[config.mk]
export PLATFORM = sky130hd
export DESIGN_NAME = dacs_slave
export DESIGN_NICKNAME = d
export VERILOG_FILES = /design/src/shared/dacs_pkg.sv /design/src/dacs_slave.sv
export SDC_FILE = /design/constraint.sdc
export NUM_CORES = 1
export LEC_CHECK = 0
export BUFFER_PORTS_ARGS = -buffer_cell sky130_fd_sc_hd__buf_2
export CAP_MARGIN = 20
export CORE_ASPECT_RATIO = 2
export CORE_UTILIZATION = 60
export CTS_CLUSTER_DIAMETER = 200
export CTS_CLUSTER_SIZE = 20
export DETAILED_ROUTE_END_ITERATION = 16
export GPL_TIMING_DRIVEN = 1
export PLACE_DENSITY = 0.8
export SYNTH_ARGS = -nofsm -noshare
export SYNTH_HDL_FRONTEND = slang
export SYNTH_SLANG_ARGS = --single-unit
export TNS_END_PERCENT = 50
[constraint.sdc]
create_clock -name clock -period 8.8 [get_ports clock]
set_clock_uncertainty 0.2 [all_clocks]
set_input_delay 0.44 -clock clock [delete_from_list [all_inputs] [get_ports clock]]
set_output_delay 0.44 -clock clock [all_outputs]
set_load 0.05 [all_outputs]
[src/shared/dacs_pkg.sv]
package dacs_pkg;

  // ---------------------------------------------------------------
  // Widths and bit counting
  // ---------------------------------------------------------------
  localparam int ADDR_W = 5;
  localparam int WORD_W = 16;
  localparam int MEM_DEPTH = 32;
  localparam logic [3:0] BIT_LAST = 4'h7;
  localparam logic [3:0] BIT_ACK = 4'h8;
  localparam logic [3:0] BIT_ACKCLK = 4'h9;

  // ---------------------------------------------------------------
  // Byte codes
  // ---------------------------------------------------------------
  localparam logic [4:0] HS_CODE_TOP = 5'h01;
  localparam logic [7:0] GC_ADDR = 8'h00;
  localparam logic [7:0] GC_RESET = 8'h06;
  localparam logic [7:0] GC_WAKE = 8'h0A;
  localparam logic [1:0] CC_WRITE = 2'h0;
  localparam logic [1:0] CC_READ = 2'h3;

  // ---------------------------------------------------------------
  // Memory map and reset values
  // ---------------------------------------------------------------
  localparam logic [4:0] NV_BASE = 5'h10;
  localparam logic [31:0] IMPL_MAP = 32'hFFFF0703;
  localparam logic [4:0] SLAVE_HI = 5'h18;
  localparam logic [4:0] PTR_RESET = 5'h00;
  localparam logic [15:0] MEM_RESET = 16'h0000;
  localparam int FIFO_DEPTH = 16;

  typedef struct packed {
    logic [4:0] addr;
    logic [15:0] data;
  } dacs_upd_s;

  typedef enum {
    ST_IDLE,
    ST_ADDR,
    ST_CMD,
    ST_DHI,
    ST_DLO,
    ST_GC,
    ST_RDGO,
    ST_RD,
    ST_ERR
  } dacs_state_e;

endpackage

[src/dacs_slave.sv]
`timescale 1ns/1ps

// -----------------------------------------------------------------
// Update FIFO
// -----------------------------------------------------------------
module dacs_fifo #(
  parameter int WIDTH = 21,
  parameter int DEPTH = 16
) (
  input wire logic clock,
  input wire logic rst,
  input wire logic in_valid,
  output logic in_ready,
  input wire logic [WIDTH-1:0] in_data,
  output logic out_valid,
  input wire logic out_ready,
  output logic [WIDTH-1:0] out_data
);
  localparam int AW = $clog2(DEPTH);
  logic [WIDTH-1:0] store [DEPTH];
  logic [AW-1:0] wr_ptr;
  logic [AW-1:0] rd_ptr;
  logic [AW:0] count;
  logic push;
  logic pop;

  assign in_ready = (count != DEPTH[AW:0]);
  assign out_valid = (count != '0);
  assign out_data = store[rd_ptr];
  assign push = in_valid & in_ready;
  assign pop = out_valid & out_ready;

  always_ff @(posedge clock) begin
    if (push) begin
      store[wr_ptr] <= in_data;
    end
  end

  always_ff @(posedge clock) begin
    if (rst) begin
      wr_ptr <= '0;
      rd_ptr <= '0;
      count <= '0;
    end else begin
      if (push) begin
        wr_ptr <= (wr_ptr == AW'(DEPTH - 1)) ? '0 : wr_ptr + 1'b1;
      end
      if (pop) begin
        rd_ptr <= (rd_ptr == AW'(DEPTH - 1)) ? '0 : rd_ptr + 1'b1;
      end
      if (push && !pop) begin
        count <= count + 1'b1;
      end else if (pop && !push) begin
        count <= count - 1'b1;
      end
    end
  end
endmodule

// Functional notes
// - Code byte not acknowledged, enters high speed
// - High speed accepted, left at Stop
// - Control byte follows code; Restart keeps speed
// - Command bits: 00 write, 11 read
// - All resolutions use 16-bit data word
// - Read: write command, Restart, read 16 bits
// - Write 38 clocks, stream 27n+11, read 48
// - Stream read 18n+11, last 29, calls 20
// - Acknowledge general call address, decode next
// - Decode general call second byte values
// - Start or Stop mid-data aborts command
// - Volatile write commits on final data bit
// - Nonvolatile programming starts only after Stop
// - Write-lock bit blocks volatile writes
// - Five-bit pointer, zero at reset, retained
// - Serial clock is never driven
// - Wake-up general call leaves power-down
module dacs_slave #(
  parameter logic [4:0] SLAVE_ADDR_HI = dacs_pkg::SLAVE_HI,
  parameter logic [31:0] IMPL = dacs_pkg::IMPL_MAP,
  parameter int RESOLUTION = 12,
  parameter int UPD_DEPTH = dacs_pkg::FIFO_DEPTH
) (
  input wire logic clock,
  input wire logic rst,
  input wire logic scl_in,
  input wire logic sda_in,
  output logic sda_out,
  output logic sda_oe,
  input wire logic [1:0] addr_sel,
  input wire logic high_voltage_select_pin,
  input wire logic [31:0] wr_lock,
  input wire logic nv_busy,
  input wire logic pd_set,
  output logic upd_valid,
  input wire logic upd_ready,
  output dacs_pkg::dacs_upd_s upd_data,
  output logic nv_start,
  output dacs_pkg::dacs_upd_s nv_data,
  output logic hs_mode,
  output logic gc_reset,
  output logic powered_down,
  output logic [4:0] addr_ptr
);
  import dacs_pkg::*;

  // ---------------------------------------------------------------
  // Pin synchronisers and edge detection
  // ---------------------------------------------------------------
  logic scl_m, scl_s, scl_d;
  logic sda_m, sda_s, sda_d;
  logic hv_m, hv_s;
  logic [1:0] as_m, as_s;
  logic scl_rise, scl_fall, start_cond, stop_cond;

  always_ff @(posedge clock) begin
    if (rst) begin
      scl_m <= 1'b1;
      scl_s <= 1'b1;
      scl_d <= 1'b1;
      sda_m <= 1'b1;
      sda_s <= 1'b1;
      sda_d <= 1'b1;
      hv_m <= 1'b0;
      hv_s <= 1'b0;
      as_m <= 2'h0;
      as_s <= 2'h0;
    end else begin
      scl_m <= scl_in;
      scl_s <= scl_m;
      scl_d <= scl_s;
      sda_m <= sda_in;
      sda_s <= sda_m;
      sda_d <= sda_s;
      hv_m <= high_voltage_select_pin;
      hv_s <= hv_m;
      as_m <= addr_sel;
      as_s <= as_m;
    end
  end

  assign scl_rise = scl_s & ~scl_d;
  assign scl_fall = ~scl_s & scl_d;
  assign start_cond = scl_s & scl_d & sda_d & ~sda_s;
  assign stop_cond = scl_s & scl_d & ~sda_d & sda_s;

  assign sda_out = 1'b0;

  // ---------------------------------------------------------------
  // Protocol state
  // ---------------------------------------------------------------
  dacs_state_e state;
  logic [3:0] cnt;
  logic [6:0] sr;
  logic [7:0] rx_byte;
  logic [7:0] tx;
  logic [7:0] data_hi;
  logic [4:0] cmd_addr;
  logic ack_ok;
  logic rd_hi;
  logic nv_pend;
  logic byte_end;
  logic vol_commit;
  logic nv_commit;
  logic is_vol;
  logic fifo_ready;
  logic [15:0] word;
  logic [15:0] mem [MEM_DEPTH];

  assign rx_byte = {sr, sda_s};
  assign byte_end = scl_rise & (cnt == BIT_LAST);
  assign word = {data_hi, rx_byte};
  assign is_vol = (cmd_addr < NV_BASE);
  assign addr_ptr = cmd_addr;

  assign vol_commit = byte_end & (state == ST_DLO) & is_vol
                      & !wr_lock[cmd_addr];
  assign nv_commit = stop_cond & nv_pend & hv_s;

  always_ff @(posedge clock) begin
    if (rst) begin
      state <= ST_IDLE;
      cnt <= 4'h0;
      sr <= 7'h00;
      tx <= 8'h00;
      data_hi <= 8'h00;
      cmd_addr <= PTR_RESET;
      ack_ok <= 1'b0;
      rd_hi <= 1'b0;
      nv_pend <= 1'b0;
      sda_oe <= 1'b0;
      hs_mode <= 1'b0;
      gc_reset <= 1'b0;
    end else begin
      gc_reset <= 1'b0;
      if (start_cond) begin
        state <= ST_ADDR;
        cnt <= 4'h0;
        sda_oe <= 1'b0;
        nv_pend <= 1'b0;
      end else if (stop_cond) begin
        state <= ST_IDLE;
        cnt <= 4'h0;
        sda_oe <= 1'b0;
        hs_mode <= 1'b0;
        nv_pend <= 1'b0;
      end else if (scl_rise) begin
        if (cnt < BIT_ACK) begin
          sr <= rx_byte[6:0];
          cnt <= cnt + 4'h1;
        end else if (cnt == BIT_ACKCLK && state == ST_RD && sda_s) begin
          state <= ST_ERR;
        end
        if (cnt == BIT_LAST) begin
          ack_ok <= 1'b0;
          unique case (state)
            ST_ADDR: begin
              if (rx_byte == GC_ADDR) begin
                ack_ok <= 1'b1;
                state <= ST_GC;
              end else if (rx_byte[7:3] == HS_CODE_TOP) begin
                hs_mode <= 1'b1;
                state <= ST_ERR;
              end else if (rx_byte[7:1] == {SLAVE_ADDR_HI, as_s}) begin
                ack_ok <= 1'b1;
                if (rx_byte[0]) begin
                  state <= ST_RDGO;
                  tx <= mem[cmd_addr][15:8];
                  rd_hi <= 1'b0;
                end else begin
                  state <= ST_CMD;
                end
              end else begin
                state <= ST_ERR;
              end
            end
            ST_CMD: begin
              cmd_addr <= rx_byte[7:3];
              if (!IMPL[rx_byte[7:3]] || nv_pend) begin
                state <= ST_ERR;
              end else if (rx_byte[2:1] == CC_READ) begin
                ack_ok <= 1'b1;
                state <= ST_ERR;
              end else if (rx_byte[2:1] != CC_WRITE) begin
                state <= ST_ERR;
              end else if (rx_byte[7:3] < NV_BASE) begin
                ack_ok <= fifo_ready;
                state <= fifo_ready ? ST_DHI : ST_ERR;
              end else begin
                ack_ok <= !nv_busy;
                state <= nv_busy ? ST_ERR : ST_DHI;
              end
            end
            ST_DHI: begin
              data_hi <= rx_byte;
              ack_ok <= 1'b1;
              state <= ST_DLO;
            end
            ST_DLO: begin
              ack_ok <= 1'b1;
              state <= ST_CMD;
              if (!is_vol) begin
                nv_pend <= 1'b1;
              end
            end
            ST_GC: begin
              state <= ST_ERR;
              if (rx_byte == GC_RESET) begin
                ack_ok <= 1'b1;
                gc_reset <= 1'b1;
              end else if (rx_byte == GC_WAKE) begin
                ack_ok <= 1'b1;
              end
            end
            ST_RD: begin
              tx <= rd_hi ? mem[cmd_addr][15:8] : mem[cmd_addr][7:0];
              rd_hi <= ~rd_hi;
            end
            default: begin
              state <= ST_ERR;
            end
          endcase
        end
      end else if (scl_fall) begin
        if (cnt == BIT_ACK) begin
          cnt <= BIT_ACKCLK;
          sda_oe <= (state == ST_RD) ? 1'b0 : ack_ok;
        end else if (cnt == BIT_ACKCLK) begin
          cnt <= 4'h0;
          if (state == ST_RDGO || state == ST_RD) begin
            state <= ST_RD;
            sda_oe <= ~tx[7];
          end else begin
            sda_oe <= 1'b0;
          end
        end else if (state == ST_RD) begin
          sda_oe <= ~tx[3'(4'h7 - cnt)];
        end
      end
    end
  end

  // ---------------------------------------------------------------
  // Memory array and side effects
  // ---------------------------------------------------------------
  always_ff @(posedge clock) begin
    if (rst) begin
      for (int i = 0; i < MEM_DEPTH; i++) begin
        mem[i] <= MEM_RESET;
      end
    end else if (vol_commit) begin
      mem[cmd_addr] <= word;
    end else if (nv_commit) begin
      mem[nv_data.addr] <= nv_data.data;
    end
  end

  always_ff @(posedge clock) begin
    if (rst) begin
      nv_start <= 1'b0;
      nv_data <= '0;
    end else begin
      nv_start <= nv_commit;
      if (byte_end && state == ST_DLO && !is_vol) begin
        nv_data <= '{addr: cmd_addr, data: word};
      end
    end
  end

  always_ff @(posedge clock) begin
    if (rst) begin
      powered_down <= 1'b0;
    end else if (byte_end && state == ST_GC && rx_byte == GC_WAKE) begin
      powered_down <= 1'b0;
    end else if (pd_set) begin
      powered_down <= 1'b1;
    end
  end

  dacs_fifo #(
    .WIDTH($bits(dacs_upd_s)),
    .DEPTH(UPD_DEPTH)
  ) u_fifo (
    .clock(clock),
    .rst(rst),
    .in_valid(vol_commit),
    .in_ready(fifo_ready),
    .in_data({cmd_addr, word}),
    .out_valid(upd_valid),
    .out_ready(upd_ready),
    .out_data(upd_data)
  );
endmodule

* Yosys cells after proc, flatten, opt, wreduce, memory -nomap -nowiden *
Memories as Yosys holds them, arrays and structs flattened. A register that Yosys moved wholly into a read port is not among the register bits.
Cells that the tools add are included.

cells by class
  $add $sub $neg = 6
  order comparisons = 6
  equal/unequal tests = 29
  muxes and demuxes = 91
  bitwise logic cells = 28
  reduce and logical (&&, ||, !) cells = 50

operators by type and width
  kind                 count
  $mux 32              11
  $pmux 32 s5          1
  $eq 32x4->1 const B  4
  $eq 32x3->1 const B  3
  $eq 32x2->1 const B  2
  $mux 4               15
  $mux 1               43
  $mux 5               8
  $mux 8               5
  $eq 32x1->1 const B  1
  $mux 16              2
  $reduce_or 16->1     2
  $reduce_and 4->1     5
  $reduce_bool 2->1    10
  $eq 4x4->1 const B   4
  $pmux 8 s2           1
  $and 1x1->1          15
  $not 1->1            13
  $add 4x1->4 const B  3
  $lt 5x6->1 const B   2
  $ne 2x2->1 const B   6
  $reduce_bool 4->1    3
  $lt 5x5->1 const B   2
  $reduce_and 5->1     2
  31 further kinds     47

storage, ports and cells
  register bits = 118
  bits in writable memories = 848
  ROM bits = 32
  input bits = 42
  output and inout bits = 54
  logic and storage cells = 243
  memories = 3

memories
  name             words  bits a word  rd ports  clocked after Yosys merged registers in  wr ports  RTL line           text
  mem              32     16           1         1                                        32        dacs_slave.sv:168  logic [15:0] mem [MEM_DEPTH];
  u_fifo.store     16     21           1         1                                        1         dacs_slave.sv:20   logic [WIDTH-1:0] store [DEPTH];
  (no name shown)  32     1            1         1                                        0         dacs_slave.sv:239  if (!IMPL[rx_byte[7:3]] || nv_pend) begin

* Depth between registers and ports, before layout *
Gate-level depths: netlist (run 1).

  depth in word-level cells = 12
  mapped depth = 18
  gate-level depth less buffers = 17

* Cells and area by module *
Synthesis (run 1) repeated with hierarchy kept, for this count alone.

unflattened totals
  cells, all modules = 2642
  area total of the unflattened synthesis = 40881.7 sq um

by module, submodules not included
  module      times used  cells each  area an instance (sq um)  seq. area each (sq um)
  dacs_slave  1           2016        27381.3                   17596.9
  dacs_fifo   1           626         13500.4                   10430.0

* Least setup slack after synthesis (run 1) *
Ideal clock, no wire load.

  kind = flip-flop to flip-flop
  from = reg cmd_addr[2] (netlist: addr_ptr[2])
  to = mem u_fifo.store[0][0] (enable)
  setup time = 453 ps
  arrival time = 4347 ps
  required time = 8147 ps
  setup slack = 3800 ps
  cell stages (with the launch flop) = 10
  buffers on the path = 3
  clock period less this slack = 5000 ps
  path through = dfxtp_1 -> buf_2 -> buf_4 -> mux2i_1 -> a21oi_1 -> nand3_1 -> nand4b_2 -> nand2b_1 -> clkbuf_1 -> nor4_1

between the ends
  word-level cells in the longest chain between the ends = 7
  elaborated cells on any way between the ends = 9
  classes of those cells = order compare: 1; mux: 4; bitwise: 3; reduce/logical: 1

RTL lines
  element                         RTL line           text
  start: declaration              dacs_slave.sv:158  logic [4:0] cmd_addr;
  start signal: assignment        dacs_slave.sv:238  cmd_addr <= rx_byte[7:3];
  $bmux 1 s5                      dacs_slave.sv:177  & !wr_lock[cmd_addr];
  $mux 1 (implied by the code)    dacs_slave.sv:177
  $logic_not 1->1                 dacs_slave.sv:177
  $and 1x1->1 *                   dacs_slave.sv:177
  $and 1x1->1 *                   dacs_slave.sv:30   assign push = in_valid & in_ready;
  $mux 1 *                        dacs_slave.sv:34   if (push) begin
  $mux 1 (implied by the code) *  dacs_slave.sv:35   store[wr_ptr] <= in_data;
  end: declaration                dacs_slave.sv:20

Mark *: on every way between the ends. The rest lies on a longest branch, timed or not. The select of a mux whose other input is x is not followed.

* Worst setup path in the final report (run 1) *
  from = reg cnt[0]
  to = reg u_fifo.count[4]

between the ends
  word-level cells in the longest chain between the ends = 9
  elaborated cells on any way between the ends = 11
  classes of those cells = eq/ne: 1; mux: 1; bitwise: 5; reduce/logical: 4

RTL lines
  element                             RTL line           text
  start: declaration                  dacs_slave.sv:153  logic [3:0] cnt;
  start signal: assignment            dacs_slave.sv:210  cnt <= cnt + 4'h1;
  $eq 4x3->1 *                        dacs_slave.sv:171  assign byte_end = scl_rise & (cnt == BIT_LAST);
  $and 1x1->1 *                       dacs_slave.sv:171
  $and 1x1->1 * (2 in series)         dacs_slave.sv:176  assign vol_commit = byte_end & (state == ST_DLO) & is_vol
  $and 1x1->1 *                       dacs_slave.sv:177
  $and 1x1->1 *                       dacs_slave.sv:30
  via u_fifo.push                     dacs_slave.sv:24   logic push;
  $logic_not 1->1                     dacs_slave.sv:53   end else if (pop && !push) begin
  $logic_and 1x1->1                   dacs_slave.sv:53
  $reduce_bool 2->1 (no source line)  n/a
  end signal: assignment              dacs_slave.sv:52   count <= count + 1'b1;
  end signal: assignment              dacs_slave.sv:54   count <= count - 1'b1;
  end: declaration                    dacs_slave.sv:23   logic [AW:0] count;

The timed path passes the listed nets; every way through them passes the cells marked *.
A chain may end at the register's enable or synchronous reset.

==> impl_metrics.env, run 1 <==
export IMPL_max_freq_ghz=0.1970
export IMPL_synth_area_per_cell_sq_um=15.42
export IMPL_syn_inst=2635
export IMPL_finalCritPeriodShare_pct=57.69
export IMPL_finalWeightedCongestion=0.9690
export IMPL_worstMarginPinSlew_ns=1.144
export IMPL_min_path_type="primary input to flop"
export IMPL_critPathMaxFanout=10
export IMPL_powerDensity_mw_per_mm2=200.2
export IMPL_synth_edff_count=848
export IMPL_cp_end_kind="flop"
export IMPL_power_leakage_nw=13.94
export IMPL_numCtsBuffers=54
export IMPL_grt_pass1_vias=24230
export IMPL_drt_total_wl_microns=108500
export IMPL_hp_start="rst"
export IMPL_met3_length_microns=8394
export IMPL_final_core_util_pct=65.61
export IMPL_critical_path_class="flop to flop"
export IMPL_rows=134
export IMPL_die_h_microns=370.0
export IMPL_synth_compound_area_share_pct=2.931
export IMPL_grt_first_pass_wirelength_microns=157600
export IMPL_drtAntennaViolNets=0
export IMPL_post_cts_resized=0
export IMPL_synth_nets=2692
export IMPL_ys_async_sr_fraction_pct=0
export IMPL_ys_warn_count=0
export IMPL_yosysUniqueCellTypes=68
export IMPL_hold_viol_final=0
export IMPL_drt_iter0_markers=2927
export IMPL_synth_seq_cells=976
export IMPL_required_ns=9.17
export IMPL_hpwlAfterDp_microns=71880
export IMPL_ctsRootBufferMaster="clkbuf_16"
export IMPL_maxCapViolations=0
export IMPL_worstPathBufferInverterCount=2
export IMPL_ff2ff_path_depth=15
export IMPL_routed_top_layer="met5"
export IMPL_fin_ws_ns=3.723
export IMPL_nFillCells=4371
export IMPL_clkTransAtPathRegs_ns=0.09
export IMPL_relSlewSlack_pct=23.60
export IMPL_slowest_stage="nor4b_4"
export IMPL_first_pass_iters=5
export IMPL_post_place_ws_ns=3.602
export IMPL_cp_start_kind="flop"
export IMPL_gr_total_overflow=0
export IMPL_synth_simple_gate_area_share_pct=9.863
export IMPL_synth_fa_ha_area_share_pct=0.4804
export IMPL_cts_tree="built"
export IMPL_final_cells=3580
export IMPL_fin_crit_ns=5.077
export IMPL_peakVddDrop_mv=0.1676
export IMPL_post_cts_buffers=0
export IMPL_area_growth_pct=8.015
export IMPL_met2_length_microns=56320
export IMPL_rsz0062_at_grt="no"
export IMPL_hold_end="u_fifo.count[2]$_SDFFE_PP0P_"
export IMPL_crit_family="simple AND/OR/NAND/NOR gates"
export IMPL_nNetsFinal=2706
export IMPL_place_inst=3466
export IMPL_setup_viol=0
export IMPL_final_max_slew_violation_count=0
export IMPL_wl_met1_microns=32550
export IMPL_clk_latency_ns=0.64
export IMPL_core_sq_mm=0.06690
export IMPL_cp_common_cell="ha_1"
export IMPL_ios=96
export IMPL_die_area_sq_mm=0.06883
export IMPL_synth_top_family_by_area="multiplexers"
export IMPL_tns_ns=0
export IMPL_regToRegEndpoint="u_fifo.count[4]$_SDFFE_PP0P_"
export IMPL_grt_max_degree=69
export IMPL_regToRegStartpoint="cnt[0]$_SDFFE_PP0P_"
export IMPL_clockBufferDepth=3
export IMPL_drive_above_1_share_pct=19.97
export IMPL_status="completed"
export IMPL_synth_area_sq_mm=0.04063
export IMPL_cts_sinks=976
export IMPL_drc=0
export IMPL_start_util_pct=60.74
export IMPL_num_vias=23670
export IMPL_synthFlopType="edfxtp_1"
export IMPL_cp_cell_sequence="ha_1 > nand2_1 > nor3_1 > nor4b_4 > nand4b_2 > nand2b_1 > inv_1 > ha_1 > inv_1 > ha_1 > a21o_1 > a21oi_1 > xnor2_1 > or3_1 > a21oi_1"
export IMPL_ff2ff_setup_slack_ns=3.72
export IMPL_antenna_found_initial=3
export IMPL_ys_seq_area_share_pct=68.97
export IMPL_cpPeakStageDelay_ns=0.68
export IMPL_muxShareOfSynthArea_pct=15.10
export IMPL_die_x_microns=186.0
export IMPL_min_path_cells=2
export IMPL_io_buffers=78
export IMPL_synth_xor_area_share_pct=0.1940
export IMPL_h_tree_depth=2
export IMPL_grt_usage_pct=32.71
export IMPL_viasPerCell=6.613
export IMPL_routedWlPerCell_microns=30.31
export IMPL_cp_arrival_ns=5.44
cells in the mapped netlist, drive strengths merged (9+ instances only):
cell	count	area, sq um
clkbuf	96	360.4
edfxtp	848	25460
ha	14	175.2
or3	9	56.30
nor3	21	110.1
dfxtp	128	2562
buf	112	558.0
nand2b	41	256.5
or2	9	56.30
nor2	590	2240
a21oi	77	389.1
nand2	93	349.1
nor2b	18	112.6
a22oi	32	240.2
nand3	27	135.1
and2	13	81.33
mux2i	72	720.7
and3	30	187.7
nand4	10	62.56
mux4	239	5383
a211oi	12	90.09
nor4	26	162.7
o21ai	25	170.2
inv	20	75.07
sequential cells by signal (all words and copies together) (netlist names), 5 cells and up, named ones only:
name and count:
nv_data 21, sr 7, mem 512, addr_ptr 5
data_hi 8, tx 8, state 32, u_fifo.store 336
u_fifo.count 5
worst register-to-register path, cell delays in order (launching register included):
cell and delay (ns):
dfxtp_1 0.57, ha_1 0.32, nand2_1 0.12, nor3_1 0.43
nor4b_4 0.68, nand4b_2 0.39, nand2b_1 0.45, inv_1 0.26
ha_1 0.26, inv_1 0.10, ha_1 0.32, a21o_1 0.19
a21oi_1 0.18, xnor2_1 0.09, or3_1 0.31, a21oi_1 0.14
layout make-up:
type | count | area (sq um) | share of cell area (%)
clock buffers | 100 | 1588 | 3.618
flip-flops and latches | 976 | 28050 | 63.90
repair buffers | 166 | 1164 | 2.651
inverters | 20 | 75.07 | 0.1710
diodes | 2 | 5.005 | 0.01140
clock inverters | 1 | 30.03 | 0.06842
multi-input cells | 1431 | 11880 | 27.06
well taps | 884 | 1106 | 2.520
per-stage QoR:
stage | hold WS (ns) | total power, W | cell area (sq um)
6_report | 0.09907 | 0.008788 | 43890
5_1_grt | 0.1011 | 0.009032 | 43890
4_1_cts | 0.08368 | 0.008810 | 43760
3_5_place_dp | 0.2298 | 0.006209 | 42090
3_3_place_gp | 0.2302 | 0.006169 | 42080
2_1_floorplan | 0.1895 | 0.005968 | 40630
report_power, final:
group / total [W] / internal [W] / switching, W
Sequential: 0.00518 / 0.00508 / 0.0000916
Combinational: 0.000926 / 0.000409 / 0.000517
Clock: 0.00268 / 0.00125 / 0.00144
Total: 0.00879 / 0.00674 / 0.00205
how the worst max path moves through the flow:
stage                                  start                            to  slack [ns]  depth (start not counted)
global route                scl_s$_SDFF_PP1_  u_fifo.count[4]$_SDFFE_PP0P_        3.37                         15
floorplan           addr_ptr[2]$_SDFFE_PP0P_  u_fifo.store[0][0]$_DFFE_PP_        3.80                          9
detailed placement  addr_ptr[0]$_SDFFE_PP0P_       mem[5][3]$_SDFFCE_PN0P_        3.60                          8
CTS                 addr_ptr[0]$_SDFFE_PP0P_       mem[5][3]$_SDFFCE_PN0P_        3.58                          8
finish                   cnt[0]$_SDFFE_PP0P_  u_fifo.count[4]$_SDFFE_PP0P_        3.72                         15
global placement    addr_ptr[0]$_SDFFE_PP0P_       mem[3][3]$_SDFFCE_PN0P_        3.81                          8
kinds of logic (layout without fill, tap and decap cells):
kind of cell,Yosys count,after routing
flops,976,976
simple gates,908,908
mux,314,314
buf+inv,228,287
compound gates,184,184
fa+ha+maj,15,15
xor+xnor,9,9
other cells,1,3
placed cells by master, fill, tap and decap left out, types with 5 or more instances in the layout:
cell           instances
mux2i_4               15
mux2i_1               57
a211oi_1              12
nor2_1               575
a22oi_1               32
a21oi_1               75
nand2b_1              41
nor2_2                14
ha_1                  14
nor2b_1               18
or3_1                  9
dfxtp_1              122
nor3b_1                5
nand3_1               27
inv_1                 20
o21ai_2               12
dfxtp_4                5
nand2_1               93
dlygate4sd3_1          6
and2_2                 8
mux4_2               239
buf_2                 78
clkbuf_16             57
nand4_1               10
and3_1                30
edfxtp_1             848
o21ai_0               12
or2_2                  9
a31oi_1                6
nor3_1                19
buf_4                 76
nor4_1                21
clkbuf_1              43
xor2_1                 6
nand3b_1               5
o22ai_1                6
nor4_2                 5
per-layer routing:
metal | up-vias | global-route usage (%)
met4 | 4 | 28.31
met5 | - | 0
met1 | 11930 | 33.91
met2 | 1413 | 56.59
li1 | 9927 | -
met3 | 405 | 5.495
what timing repair did:
action                     in CTS  in global routing
setup endpoints to repair       0                  0
hold endpoints to repair        6                  0
hold buffers                    6                  0
(Power assumes the default switching activity.)
==> inputs of run 2 (changes only) <==
==> constraint.sdc (replaced) <==
create_clock -name clock -period 4.7 [get_ports clock]
set_clock_uncertainty 0.2 [all_clocks]
set_input_delay 0.235 -clock clock [delete_from_list [all_inputs] [get_ports clock]]
set_output_delay 0.235 -clock clock [all_outputs]
set_load 0.05 [all_outputs]
==> impl_metrics.env, run 2 (same netlist as run 1, synthesis figures left out) <==
export IMPL_clk_latency_ns=0.65
export IMPL_io_buffers=78
export IMPL_antenna_found_initial=3
export IMPL_antenna_cells=0
export IMPL_clkTransAtPathRegs_ns=0.09
export IMPL_routedWlPerCell_microns=30.56
export IMPL_ios=96
export IMPL_first_pass_iters=5
export IMPL_post_place_ws_ns=0.3560
export IMPL_cts_tree="built"
export IMPL_grt_max_degree=65
export IMPL_cp_arrival_ns=4.75
export IMPL_maxCapViolations=0
export IMPL_ff2ff_path_depth=15
export IMPL_max_freq_ghz=0.2278
export IMPL_setup_viol=0
export IMPL_finalCritPeriodShare_pct=93.38
export IMPL_critical_path_class="flop to flop"
export IMPL_post_cts_buffers=0
export IMPL_fin_ws_ns=0.3110
export IMPL_regToRegEndpoint="u_fifo.count[4]$_SDFFE_PP0P_"
export IMPL_min_path_type="primary input to flop"
export IMPL_post_cts_resized=0
export IMPL_reg_top3="mem (512), u_fifo.store (336), state (32)"
export IMPL_hold_viol_final=0
export IMPL_numCtsBuffers=54
export IMPL_cp_cell_sequence="ha_1 > nand2_1 > nor3_1 > nor4b_4 > nand4b_2 > nand2b_1 > inv_1 > ha_1 > inv_1 > ha_1 > a21o_1 > a21oi_1 > xnor2_1 > or3_1 > a21oi_1"
export IMPL_power_leakage_nw=14.11
export IMPL_crit_end="u_fifo.count[4]$_SDFFE_PP0P_"
export IMPL_crit_start="cnt[0]$_SDFFE_PP0P_"
export IMPL_start_util_pct=60.74
export IMPL_gr_total_overflow=0
export IMPL_regMostFlops="mem"
export IMPL_area_growth_pct=8.616
export IMPL_place_area_sq_mm=0.04248
export IMPL_peakVddDrop_mv=0.3319
export IMPL_cp_end_kind="flop"
export IMPL_ff2ff_setup_slack_ns=0.31
export IMPL_cp_common_cell="ha_1"
export IMPL_clockBufferDepth=3
export IMPL_drt_iter0_markers=2532
export IMPL_final_max_slew_violation_count=0
export IMPL_fin_area_sq_mm=0.04413
export IMPL_core_sq_mm=0.06690
export IMPL_drive_above_1_share_pct=21.00
export IMPL_nNetsFinal=2752
export IMPL_die_area_sq_mm=0.06883
export IMPL_cpPeakStageDelay_ns=0.55
export IMPL_required_ns=5.06
export IMPL_h_tree_depth=2
export IMPL_drtAntennaViolNets=0
export IMPL_regToRegStartpoint="cnt[0]$_SDFFE_PP0P_"
export IMPL_grt_pass1_vias=24750
export IMPL_status="completed"
export IMPL_hpwlAfterDp_microns=76050
export IMPL_drt_total_wl_microns=110400
export IMPL_largest_register_ffs=512
export IMPL_fin_crit_ns=4.389
export IMPL_die_h_microns=370.0
export IMPL_powerDensity_mw_per_mm2=369.8
export IMPL_relSlewSlack_pct=31.94
export IMPL_worstMarginPinSlew_ns=1.020
export IMPL_final_common_cell="edfxtp_1"
export IMPL_critPathMaxFanout=10
export IMPL_viasPerCell=6.574
export IMPL_grt_usage_pct=33.14
export IMPL_die_x_microns=186.0
export IMPL_cp_start_kind="flop"
export IMPL_final_cell_mix="edfxtp_1, nor2_1, mux4_2"
export IMPL_rows=134
export IMPL_finalWeightedCongestion=0.9468
export IMPL_cts_sinks=976
export IMPL_ctsRootBufferMaster="clkbuf_16"
export IMPL_rsz0062_at_grt="no"
export IMPL_grt_first_pass_wirelength_microns=159600
export IMPL_drc=0
export IMPL_slowest_stage="nor4b_4"
export IMPL_num_vias=23750
[run 2: changes by cell type in the layout (fill, tap and decap cells not counted), moves of 8 or more]
| cell | change |
|---|---|
| clkbuf_1 | -11 |
| and2_2 | -8 |
| and2_1 | +8 |
| buf_4 | +44 |
[run 2: cell type report]
cell class                 instances  area, sq um
clock buffer                      87         1496
clock inverter                     2        38.79
fill                            4375        22760
inverter                          20        75.07
multi-input combinational       1431        11870
sequential                       976        28050
tap                              884         1106
timing repair buffer             212         1505
[run 2: repair_timing]
action	in CTS	in global routing
hold endpoints to repair	25	0
endpoints found under the setup margin	0	0
hold buffers	8	0
[run 2: routing by layer]
| metal | wire length (microns) | track usage (%) | vias to the layer above |
|---|---|---|---|
| li1 | - | - | 9997 |
| met4 | 11780 | 29.76 | 0 |
| met5 | 0 | 0 | - |
| met1 | 32970 | 33.15 | 12040 |
| met2 | 58220 | 58.65 | 1298 |
| met3 | 7432 | 4.778 | 408 |
[run 2: stage by stage]
| step | total power [W] | cells | util, % | TNS [ns] | hold WS [ns] |
|---|---|---|---|---|---|
| after detailed placement | 0.01165 | 3513 | 63.50 | 0 | 0.1983 |
| after global placement | 0.01158 | 3513 | 63.50 | 0 | 0.2007 |
| after global routing | 0.01677 | 3612 | 65.97 | 0 | 0.2047 |
| after CTS | 0.01637 | 3610 | 65.92 | 0 | 0.09198 |
| after floorplan | 0.01117 | 2635 | - | -25.17 | 0.1388 |
| final | 0.01632 | 3612 | 65.97 | 0 | 0.1456 |
[run 2: critical path: cells and delay by family, from the launching register on]
| family | cells | cell delay (ns) |
|---|---|---|
| and+or+nand+nor | 6 | 1.79 |
| xor gates and xnor gates | 1 | 0.10 |
| buffers and inverters | 2 | 0.34 |
| AOI/OAI and AO/OA | 3 | 0.51 |
| DFF | 1 | 0.52 |
| adders and majority gates | 3 | 0.86 |
[run 2: worst min-delay path by stage]
| stage | from | endpoint | slack [ns] | cells after the start |
|---|---|---|---|---|
| 6_report | nv_busy | ack_ok$_SDFFE_PP0P_ | 0.15 | 6 |
| 5_1_grt | sda_in | sda_m$_SDFF_PP1_ | 0.20 | 3 |
| 3_5_place_dp | sda_m$_SDFF_PP1_ | sda_s$_SDFF_PP1_ | 0.20 | 1 |
| 3_3_place_gp | sda_m$_SDFF_PP1_ | sda_s$_SDFF_PP1_ | 0.20 | 1 |
| 4_1_cts | nv_busy | ack_ok$_SDFFE_PP0P_ | 0.09 | 6 |
| 2_1_floorplan | scl_in | scl_m$_SDFF_PP1_ | 0.14 | 1 |
[run 2: power by group]
group	internal [W]	leakage, nW	total (W)	switching, W
Combinational	0.000791	3.95	0.00172	0.000931
Sequential	0.00952	9.43	0.00973	0.000214
Clock	0.00224	0.734	0.00487	0.00263
Total	0.0125	14.1	0.0163	0.00378
